$ cat src/dmp_pkg.sv
package dmp_pkg;

  // state encoding of the three state bits {a,b,c}, L=0 H=1
  localparam logic [2:0] ST_LHH = 3'h3;
  localparam logic [2:0] ST_LLH = 3'h1;
  localparam logic [2:0] ST_LLL = 3'h0;
  localparam logic [2:0] ST_HLL = 3'h4;
  localparam logic [2:0] ST_HHL = 3'h6;
  localparam logic [2:0] ST_HHH = 3'h7;
  localparam logic [2:0] ST_RESET = ST_LHH;

  localparam int unsigned RATIO_LOW  = 5;
  localparam int unsigned RATIO_HIGH = 6;

  // documented ceiling of the input clock, in MHz
  localparam int unsigned MAX_CLOCK_MHZ = 300;

endpackage

$ cat src/dmp_sync.sv
module dmp_sync
  import dmp_pkg::*;
#(
  parameter int unsigned WIDTH = 2
) (
  input  wire logic             clk_in,
  input  wire logic             rst_in,
  input  wire logic [WIDTH-1:0] async_in,
  output logic      [WIDTH-1:0] sync_out
);

  logic [WIDTH-1:0] meta_q;

  // first stage is read by the second stage only
  always_ff @(posedge clk_in) begin
    if (rst_in) begin
      meta_q   <= '0;
      sync_out <= '0;
    end else begin
      meta_q   <= async_in;
      sync_out <= meta_q;
    end
  end

endmodule

$ cat src/dmp_prescaler.sv
// Summary of operation
// - divide by 5 unless both selects low
// - step LHH LLH LLL HLL HHL, plus HHH
// - true and inverse outputs, one rise and one fall per division cycle
// - counts correctly in both ratios at speed
module dmp_prescaler
  import dmp_pkg::*;
(
  // clock and reset
  input  wire logic MCLK_IN,
  input  wire logic RESET_IN,
  // ratio select, active low
  input  wire logic RATIO_SELECT_N_A_IN,
  input  wire logic RATIO_SELECT_N_B_IN,
  // divided outputs
  output logic      DIV_TRUE_OUT,
  output logic      DIV_INV_OUT,
  output logic      STATE_BIT_A_OUT,
  output logic      STATE_BIT_B_OUT,
  output logic      STATE_BIT_C_OUT
);

  logic [1:0] sel_sync;
  logic       six_req;
  logic [2:0] state_q;
  logic [2:0] state_d;

  // selects come from off-chip logic, so they are synchronised first
  dmp_sync #(
    .WIDTH (2)
  ) u_sync (
    .clk_in   (MCLK_IN),
    .rst_in   (RESET_IN),
    .async_in ({RATIO_SELECT_N_A_IN, RATIO_SELECT_N_B_IN}),
    .sync_out (sel_sync)
  );

  assign six_req = (sel_sync == 2'h0);

  // decision taken only at HHL; other states ignore the selects
  always_comb begin
    case (state_q)
      ST_LHH:  state_d = ST_LLH;
      ST_LLH:  state_d = ST_LLL;
      ST_LLL:  state_d = ST_HLL;
      ST_HLL:  state_d = ST_HHL;
      ST_HHL:  state_d = six_req ? ST_HHH : ST_LHH;
      ST_HHH:  state_d = ST_LHH;
      // lockout recovery for unused codes 2 and 5
      default: state_d = ST_LHH;
    endcase
  end

  // plain synchronous counter, one state per clock keeps timing trivial
  always_ff @(posedge MCLK_IN) begin
    if (RESET_IN) begin
      state_q <= ST_RESET;
    end else begin
      state_q <= state_d;
    end
  end

  // output taken from bit a: low for 3 states, high for 2 or 3
  always_ff @(posedge MCLK_IN) begin
    if (RESET_IN) begin
      DIV_TRUE_OUT <= 1'b0;
      DIV_INV_OUT  <= 1'b1;
    end else begin
      DIV_TRUE_OUT <= state_d[2];
      DIV_INV_OUT  <= ~state_d[2];
    end
  end

  assign STATE_BIT_A_OUT = state_q[2];
  assign STATE_BIT_B_OUT = state_q[1];
  assign STATE_BIT_C_OUT = state_q[0];

  // helper: cycles since entering LHH
  logic [2:0] cyc_q;
  always_ff @(posedge MCLK_IN) begin
    if (RESET_IN) begin
      cyc_q <= 3'h0;
    end else if (state_d == ST_LHH) begin
      cyc_q <= 3'h0;
    end else begin
      cyc_q <= cyc_q + 3'h1;
    end
  end

  // longest stretch of either output level within one division cycle
  localparam logic [2:0] HIGH_RUN_MAX = 3'(RATIO_HIGH - 3);
  localparam logic [2:0] LOW_RUN_MAX  = 3'(RATIO_LOW - 2);

  // helper: consecutive cycles with the true output high
  logic [2:0] high_run_q;
  always_ff @(posedge MCLK_IN) begin
    if (RESET_IN) begin
      high_run_q <= 3'h0;
    end else if (DIV_TRUE_OUT) begin
      high_run_q <= high_run_q + 3'h1;
    end else begin
      high_run_q <= 3'h0;
    end
  end

  // helper: consecutive cycles with the true output low
  logic [2:0] low_run_q;
  always_ff @(posedge MCLK_IN) begin
    if (RESET_IN) begin
      low_run_q <= 3'h0;
    end else if (!DIV_TRUE_OUT) begin
      low_run_q <= low_run_q + 3'h1;
    end else begin
      low_run_q <= 3'h0;
    end
  end
endmodule

$ cat config.mk
export PLATFORM = sky130hd
export DESIGN_NAME = dmp_prescaler
export DESIGN_NICKNAME = d
export VERILOG_FILES = /design/src/dmp_pkg.sv /design/src/dmp_sync.sv /design/src/dmp_prescaler.sv
export SDC_FILE = /design/constraint.sdc
export NUM_CORES = 1
export LEC_CHECK = 0
export ABC_AREA = 1
export BUFFER_PORTS_ARGS = -buffer_cell sky130_fd_sc_hd__buf_2
export CORE_AREA = 2 2 39 41
export DETAILED_ROUTE_END_ITERATION = 10
export DIE_AREA = 0 0 41 43
export SKIP_LAST_GASP = 1
export SYNTH_ARGS = -nofsm -noshare
export SYNTH_HDL_FRONTEND = slang
export SYNTH_SLANG_ARGS = --single-unit
$ cat constraint.sdc
create_clock -name MCLK_IN -period 0.8 [get_ports MCLK_IN]
set_input_delay 0.16 -clock MCLK_IN [delete_from_list [all_inputs] [get_ports MCLK_IN]]
set_output_delay 0.16 -clock MCLK_IN [all_outputs]
set_load 0.05 [all_outputs]
==> results of run 1 <==
## per-layer routing
metal	part of all wire, %	vias up	GRT usage (%)	wire [um]
met1	40	85	4.56	151
met4	0	0	6.00	0
met5	0	-	0	0
met3	11	0	3.66	42
li1	-	110	-	-
met2	48	10	6.88	182
## how the worst min path moves through the flow
stage                                       end  slack [ns]  cells after the start
finish              u_sync.meta_q[0]$_SDFF_PP0_        0.12                      3
global route        u_sync.meta_q[0]$_SDFF_PP0_        0.11                      3
CTS                 u_sync.meta_q[0]$_SDFF_PP0_        0.11                      3
detailed placement  u_sync.meta_q[0]$_SDFF_PP0_        0.37                      3
global placement    u_sync.meta_q[1]$_SDFF_PP0_        0.36                      3
floorplan           u_sync.meta_q[0]$_SDFF_PP0_        0.23                      1
## power groups by stage
stage / clock, mW / sequential, mW / combinational [mW]
2_1_floorplan: 0 / 0.485 / 0.0332
3_3_place_gp: 0 / 0.439 / 0.111
3_5_place_dp: 0 / 0.439 / 0.113
4_1_cts: 0.344 / 0.436 / 0.144
5_1_grt: 0.361 / 0.437 / 0.159
6_report: 0.322 / 0.436 / 0.150
## placed cells by master (no fill, tap or decap)
| cell type | netlist | routed |
|---|---|---|
| sky130_fd_sc_hd__nor2_4 | 0 | 1 |
| sky130_fd_sc_hd__buf_2 | 0 | 3 |
| sky130_fd_sc_hd__nor2_2 | 1 | 1 |
| sky130_fd_sc_hd__nand3_2 | 0 | 1 |
| sky130_fd_sc_hd__clkbuf_1 | 0 | 1 |
| sky130_fd_sc_hd__nor2_1 | 5 | 4 |
| sky130_fd_sc_hd__buf_4 | 1 | 2 |
| sky130_fd_sc_hd__dfxtp_1 | 8 | 4 |
| sky130_fd_sc_hd__dfxtp_2 | 0 | 3 |
| sky130_fd_sc_hd__inv_2 | 0 | 1 |
| sky130_fd_sc_hd__clkbuf_4 | 0 | 3 |
| sky130_fd_sc_hd__dfxtp_4 | 0 | 1 |
| sky130_fd_sc_hd__inv_1 | 8 | 7 |
| sky130_fd_sc_hd__o21ai_1 | 1 | 2 |
| sky130_fd_sc_hd__a21oi_2 | 1 | 1 |
| sky130_fd_sc_hd__buf_8 | 0 | 5 |
| sky130_fd_sc_hd__nand2_1 | 2 | 2 |
## through the flow
stage / total power, mW / std cells / utilization, %
2_1_floorplan: 0.518 / 29 / -
3_3_place_gp: 0.550 / 53 / 23.1
3_5_place_dp: 0.551 / 53 / 23.1
4_1_cts: 0.923 / 58 / 29.3
5_1_grt: 0.957 / 58 / 30.2
6_report: 0.908 / 58 / 30.2
## area by class of cell
type	instances	area, um2	share of cell area, %
clock buffers	4	26.3	6.29
inverters	8	30.0	7.19
multi-input cells	12	68.8	16.5
flip-flops and latches	8	168	40.1
well taps	16	20.0	4.79
repair buffers	10	105	25.1
## cells by family (layout without fill, tap and decap cells)
kind of cell | count (synthesis) | after routing
buffers and inverters | 9 | 22
AO/OA/AOI/OAI | 3 | 3
AND/OR/NAND/NOR | 9 | 9
flip-flops | 8 | 8
## sequential cells by signal, indices dropped and copies added, names as in the netlist
register / cells
state_q: 3
u_sync.sync_out: 2
DIV_INV_OUT: 1
u_sync.meta_q: 2
## timing repair
item | CTS | global route
pin swaps | 0 | 0
endpoints found under the setup margin | 5 | 9
resized for setup | 16 | 5
buffers inserted | 1 | 1
cloned | 0 | 0
==> impl_metrics.toml, run 1 <==
[run_status]
outcome = "complete, but fails checks"
failed_checks = "negative setup slack"

[final_layout]
drive_above_1_share_pct = 52.4
fillers = 148
syn_to_final_growth_pct = 64.5
final_cell_area_um2 = 418
antennaDiodeCount = 0
final_net_count = 47

[power_and_ir_drop]
total_switching_power_mw = 0.232
cellPowerDensity_nw_per_um2 = 2170
pwr-share-comb_pct = 16.5
pwr-share-seq_pct = 48.0
cell_internal_power_mw = 0.676
clock_power_share_pct = 35.5
worst_ir_drop_vdd_mv = 0.991
switching_share_pct = 25.5
leakagePower_nw = 0.188

[sta]
worst_pin_slew_ns = 0.144
finalCritPeriodShare_pct = 115
fin_tns_setup_ns = -0.534
timing_hold_violations_final = 0
grt_setup_unrepaired = "true"
final-setup-viol-count = 5
final_max_slew_viol_count = 0
finalHoldWorstSlack_ns = 0.115
slew_headroom_pct = 90.4
fmax_ghz = 1.09
finClkSkew_ns = 0.00856
period_needed_ns = 0.922
finalWorstSetupSlack_ns = -0.122

[clock_network]
path_clk_slew_ns = 0.06
cts_max_level = 1
cts-root-to-sink-buffers = 2
cts_root_buf = "sky130_fd_sc_hd__clkbuf_4"
clock_tree_from_tritoncts = "yes"
cts.sink_count = 8
cts_hold_buf = 0
clock_buffer_count_from_cts = 3
worstSkewPairLatency_ns = 0.25

[global_route]
grt_pass1_wl_um = 572
grt_start_max_net_pins = 7
antenna_found_initial = 0
globalRouteOverflowTotal = 0
globalRouteTotalUtil_pct = 5.24
grt_pass1_vias = 158

[drt]
drt_first_iter_violations = 0
avgRoutedWirePerCell_um = 6.48
route.final.wire_length_um = 376
vias_per_cell = 3.53
antenna_violating_nets_post_route = 0
first_pass_iters = 1
drc = 0
vias = 205

[setup_path]
startpoint_type = "flop"
crit_path_top_delay_cell = "sky130_fd_sc_hd__dfxtp_4"
crit_path_end = "DIV_TRUE_OUT"
setup.worst_path.class = "reg2out"
critical-path-top-delay-family = "flip-flops"
timing.critical_path.cells = "buf_8"
critical_path.max_fanout = 3
timing.critical_path.arrival_ns = 0.76
endpoint_kind = "primary output"
reg2reg_slack_ns = 0.01
timing.reg2reg.worst_path_depth = 4
critPathLaunch = "state_q[2]$_SDFF_PP0_"
cp_data_required_time_ns = 0.64
worst-path-buf-inv = 1
reg2reg_end = "DIV_INV_OUT$_SDFF_PP1_"
critical_path_cell_count = 1
max_stage_delay_ns = 0.37
r2r_start = "state_q[2]$_SDFF_PP0_"

[die]
floorplan.initialDensity_pct = 18.4
core-area_um2 = 1380
fp.dieArea_um2 = 1760
die_h_um = 43
pin_count = 9
floorplan.die.width_um = 41
placement_rows = 14

[yosys]
synthesis.instances = 29
synthArstFlopShare_pct = 0
synthAdderAreaFrac_pct = 0
synth-seq-cells = 8
yosys.area_share.xor_xnor_pct = 0
edff_count_synth = 0
synth_area_leaders = "sky130_fd_sc_hd__dfxtp_1 (63%), sky130_fd_sc_hd__inv_1 (12%), sky130_fd_sc_hd__nor2_1 (7.4%), sky130_fd_sc_hd__a21oi_2 (3.4%), sky130_fd_sc_hd__buf_4 (3.0%)"
synth-compound-area-share_pct = 7.39
post_synth_instance_area_um2 = 254
yosys-mux-area-fraction_pct = 0
ys_seq_area_share_pct = 63.1
netlist.area_leader.share_pct = 63.1
synth_simple_gate_area_share_pct = 14.8
mappedNetlistNets = 33
yosys.cell_types.count = 10
synthFlopType = "sky130_fd_sc_hd__dfxtp_1"
biggest_area_consumer_among_synthesized_cells = "sky130_fd_sc_hd__dfxtp_1"
synth_commonest_cells = "sky130_fd_sc_hd__dfxtp_1 (8), sky130_fd_sc_hd__inv_1 (8), sky130_fd_sc_hd__nor2_1 (5)"
dominant_combinational_cell_family_by_area_after_synthesis = "buffers and inverters"
post_synth.cell_area_avg_um2 = 8.76
ys_warn_count = 0

[place]
port_buffers = 8
detailed_placement_wirelength_estimate_um = 283
pre_cts_slack_ns = 0.0463
routabilityCongestion = 0.634
postPlaceCellArea_um2 = 320

[run]
max_cap_violations = 0

[min_path]
tightest_hold_check_type = "in2reg"
min_from = "RATIO_SELECT_N_B_IN"
Note: power is estimated with default switching activity, not from simulation.
==> run 2, diff against run 1 <==
--- a/config.mk
+++ b/config.mk
@@ -10,6 +10,7 @@
 export CORE_AREA = 2 2 39 41
 export DETAILED_ROUTE_END_ITERATION = 10
 export DIE_AREA = 0 0 41 43
+export REMOVE_ABC_BUFFERS = 1
 export SKIP_LAST_GASP = 1
 export SYNTH_ARGS = -nofsm -noshare
 export SYNTH_HDL_FRONTEND = slang
==> constraint.sdc (replaced) <==
create_clock -name MCLK_IN -period 0.8 [get_ports MCLK_IN]
set_input_delay 0.16 -clock MCLK_IN [delete_from_list [all_inputs] [get_ports MCLK_IN]]
set_output_delay 0.16 -clock MCLK_IN [all_outputs]
set_load 0.1 [all_outputs]
==> run 2 against run 1 <==
The run still ends with negative setup slack left. Register-to-register slack barely moved. Design area rose by 7.5%. Total power rose by 5.8%. Die area did not move. Sequential power barely moved. First-iteration DRC count rose by 1. Clock skew fell by 0.0045 ns. Combinational power rose by 51%. Worst hold slack got worse by 0.0031 ns. Routed wire length rose by 4.0%. Global-route usage rose by 1.5 points. Critical path type unchanged. Largest power group unchanged.
==> impl_metrics.toml, run 2 (same netlist as run 1, synthesis figures left out) <==
[run_status]
outcome = "complete, but fails checks"
failed_checks = "negative setup slack"

[die]
floorplan.die.width_um = 41
pin_count = 9
placement_rows = 14
die_h_um = 43
fp.dieArea_um2 = 1760
core-area_um2 = 1380
floorplan.initialDensity_pct = 18.4

[final_layout]
area_of_the_multi_input_gates_um2 = 68.8
layout.area.seq_um2 = 170
max_reg_flops = 3
syn_to_final_growth_pct = 76.8
layout.cells.most_common = "sky130_fd_sc_hd__inv_1"
reg.largest.list = "state_q x3, u_sync.meta_q x2, u_sync.sync_out x2"
mostFrequentLayoutCells = "sky130_fd_sc_hd__inv_1 (8), sky130_fd_sc_hd__buf_12 (5), sky130_fd_sc_hd__nor2_1 (4), sky130_fd_sc_hd__dfxtp_1 (4)"
final_cell_area_um2 = 449
antennaDiodeCount = 0
final-instance-count-excl-fill = 58
final_net_count = 48
final_util_pct = 32.5
fillers = 136
drive_above_1_share_pct = 52.4
max_flop_register = "state_q"

[sta]
final-setup-viol-count = 6
fmax_ghz = 1.04
finClkSkew_ns = 0.00405
timing_hold_violations_final = 0
final_max_slew_viol_count = 0
finalWorstSetupSlack_ns = -0.158
worst_pin_slew_ns = 0.152
period_needed_ns = 0.958
grt_setup_unrepaired = "true"
slew_headroom_pct = 89.8
finalCritPeriodShare_pct = 120
fin_tns_setup_ns = -0.694

[setup_path]
worst-path-buf-inv = 1
timing.critical_path.arrival_ns = 0.80
startpoint_type = "flop"
max_stage_delay_ns = 0.37
critical-path-top-delay-family = "flip-flops"
reg2reg_slack_ns = 0
critical_path.max_fanout = 3
endpoint_kind = "primary output"
timing.critical_path.cells = "buf_12"
crit_path_top_delay_cell = "sky130_fd_sc_hd__dfxtp_4"
cp_data_required_time_ns = 0.64
setup.worst_path.class = "reg2out"

[drt]
antenna_violating_nets_post_route = 0
vias = 208
drt_first_iter_violations = 1
route.final.wire_length_um = 391
drc = 0
first_pass_iters = 2
avgRoutedWirePerCell_um = 6.74
vias_per_cell = 3.59

[global_route]
globalRouteOverflowTotal = 0
antenna_found_initial = 0
met1_track_utilization_from_global_routing_pct = 6.51
globalRouteTotalUtil_pct = 6.75
grt_pass1_vias = 165
top_usage_layer = "met4"
met2_global_route_usage_pct = 6.25
grt_pass1_wl_um = 655
grt_start_max_net_pins = 7
grtUsageMet3_pct = 7.85

[clock_network]
cts_hold_buf = 0
worstSkewPairLatency_ns = 0.25
cts.sink_count = 8
cts-root-to-sink-buffers = 2
path_clk_slew_ns = 0.05
cts_root_buf = "sky130_fd_sc_hd__clkbuf_4"
clock_buffer_count_from_cts = 3
clock_tree_from_tritoncts = "yes"
cts_max_level = 1

[power_and_ir_drop]
leakagePower_nw = 0.203
total_switching_power_mw = 0.284
pwr-share-comb_pct = 23.5
pwr-share-seq_pct = 45.6
cell_internal_power_mw = 0.677
switching_share_pct = 29.5
worst_ir_drop_vdd_mv = 0.998
design_power_total_mw = 0.961
clock_power_share_pct = 30.9
cellPowerDensity_nw_per_um2 = 2140

[min_path]
tightest_hold_check_type = "in2reg"

[place]
numPlacedInstances = 53
port_buffers = 8
detailed_placement_wirelength_estimate_um = 275
postPlaceCellArea_um2 = 389
routabilityCongestion = 0.608

[run]
max_cap_violations = 0
-- run 2: layout make-up --
class / instances / area share (%)
clock buffer: 3 / 5.01
inverter: 8 / 6.69
multi-input combinational: 12 / 15.3
sequential: 8 / 37.9
tap: 16 / 4.46
timing repair buffer: 11 / 30.6
-- run 2: final timing paths --
check / start / to / cells past startpoint
worst max-delay path: state_q[2]$_SDFF_PP0_ / STATE_BIT_A_OUT / 1
worst min register to register: u_sync.meta_q[0]$_SDFF_PP0_ / u_sync.sync_out[0]$_SDFF_PP0_ / 2
worst min-delay path: RATIO_SELECT_N_A_IN / u_sync.meta_q[1]$_SDFF_PP0_ / 3
worst max register to register: state_q[2]$_SDFF_PP0_ / DIV_INV_OUT$_SDFF_PP1_ / 4
-- run 2: power groups by stage --
stage          logic, mW  clock network (mW)  registers (mW)
2_1_floorplan     0.0248                   0           0.545
3_3_place_gp       0.208                   0           0.448
3_5_place_dp       0.208                   0           0.448
4_1_cts            0.222               0.316           0.439
5_1_grt            0.236               0.343           0.440
6_report           0.226               0.297           0.438
-- run 2: per-stage QoR --
stage / setup slack, ns / hold slack, ns
global placement: -0.0216 / 0.360
CTS: -0.172 / 0.103
detailed placement: -0.0540 / 0.366
finish: -0.158 / 0.112
global route: -0.191 / 0.103
floorplan: -1.34 / 0.231
-- run 2: layer usage --
metal / vias to the layer above / wire length, um / share of wire [%]
li1: 112 / - / -
met1: 84 / 171 / 44
met2: 10 / 163 / 42
met3: 2 / 48 / 12
met4: 0 / 8 / 2.0
met5: - / 0 / 0
-- run 2: what timing repair did --
item	4_1_cts	5_1_grt
endpoints found under the setup margin	7	8
buffers inserted	2	0
resized for setup	6	4
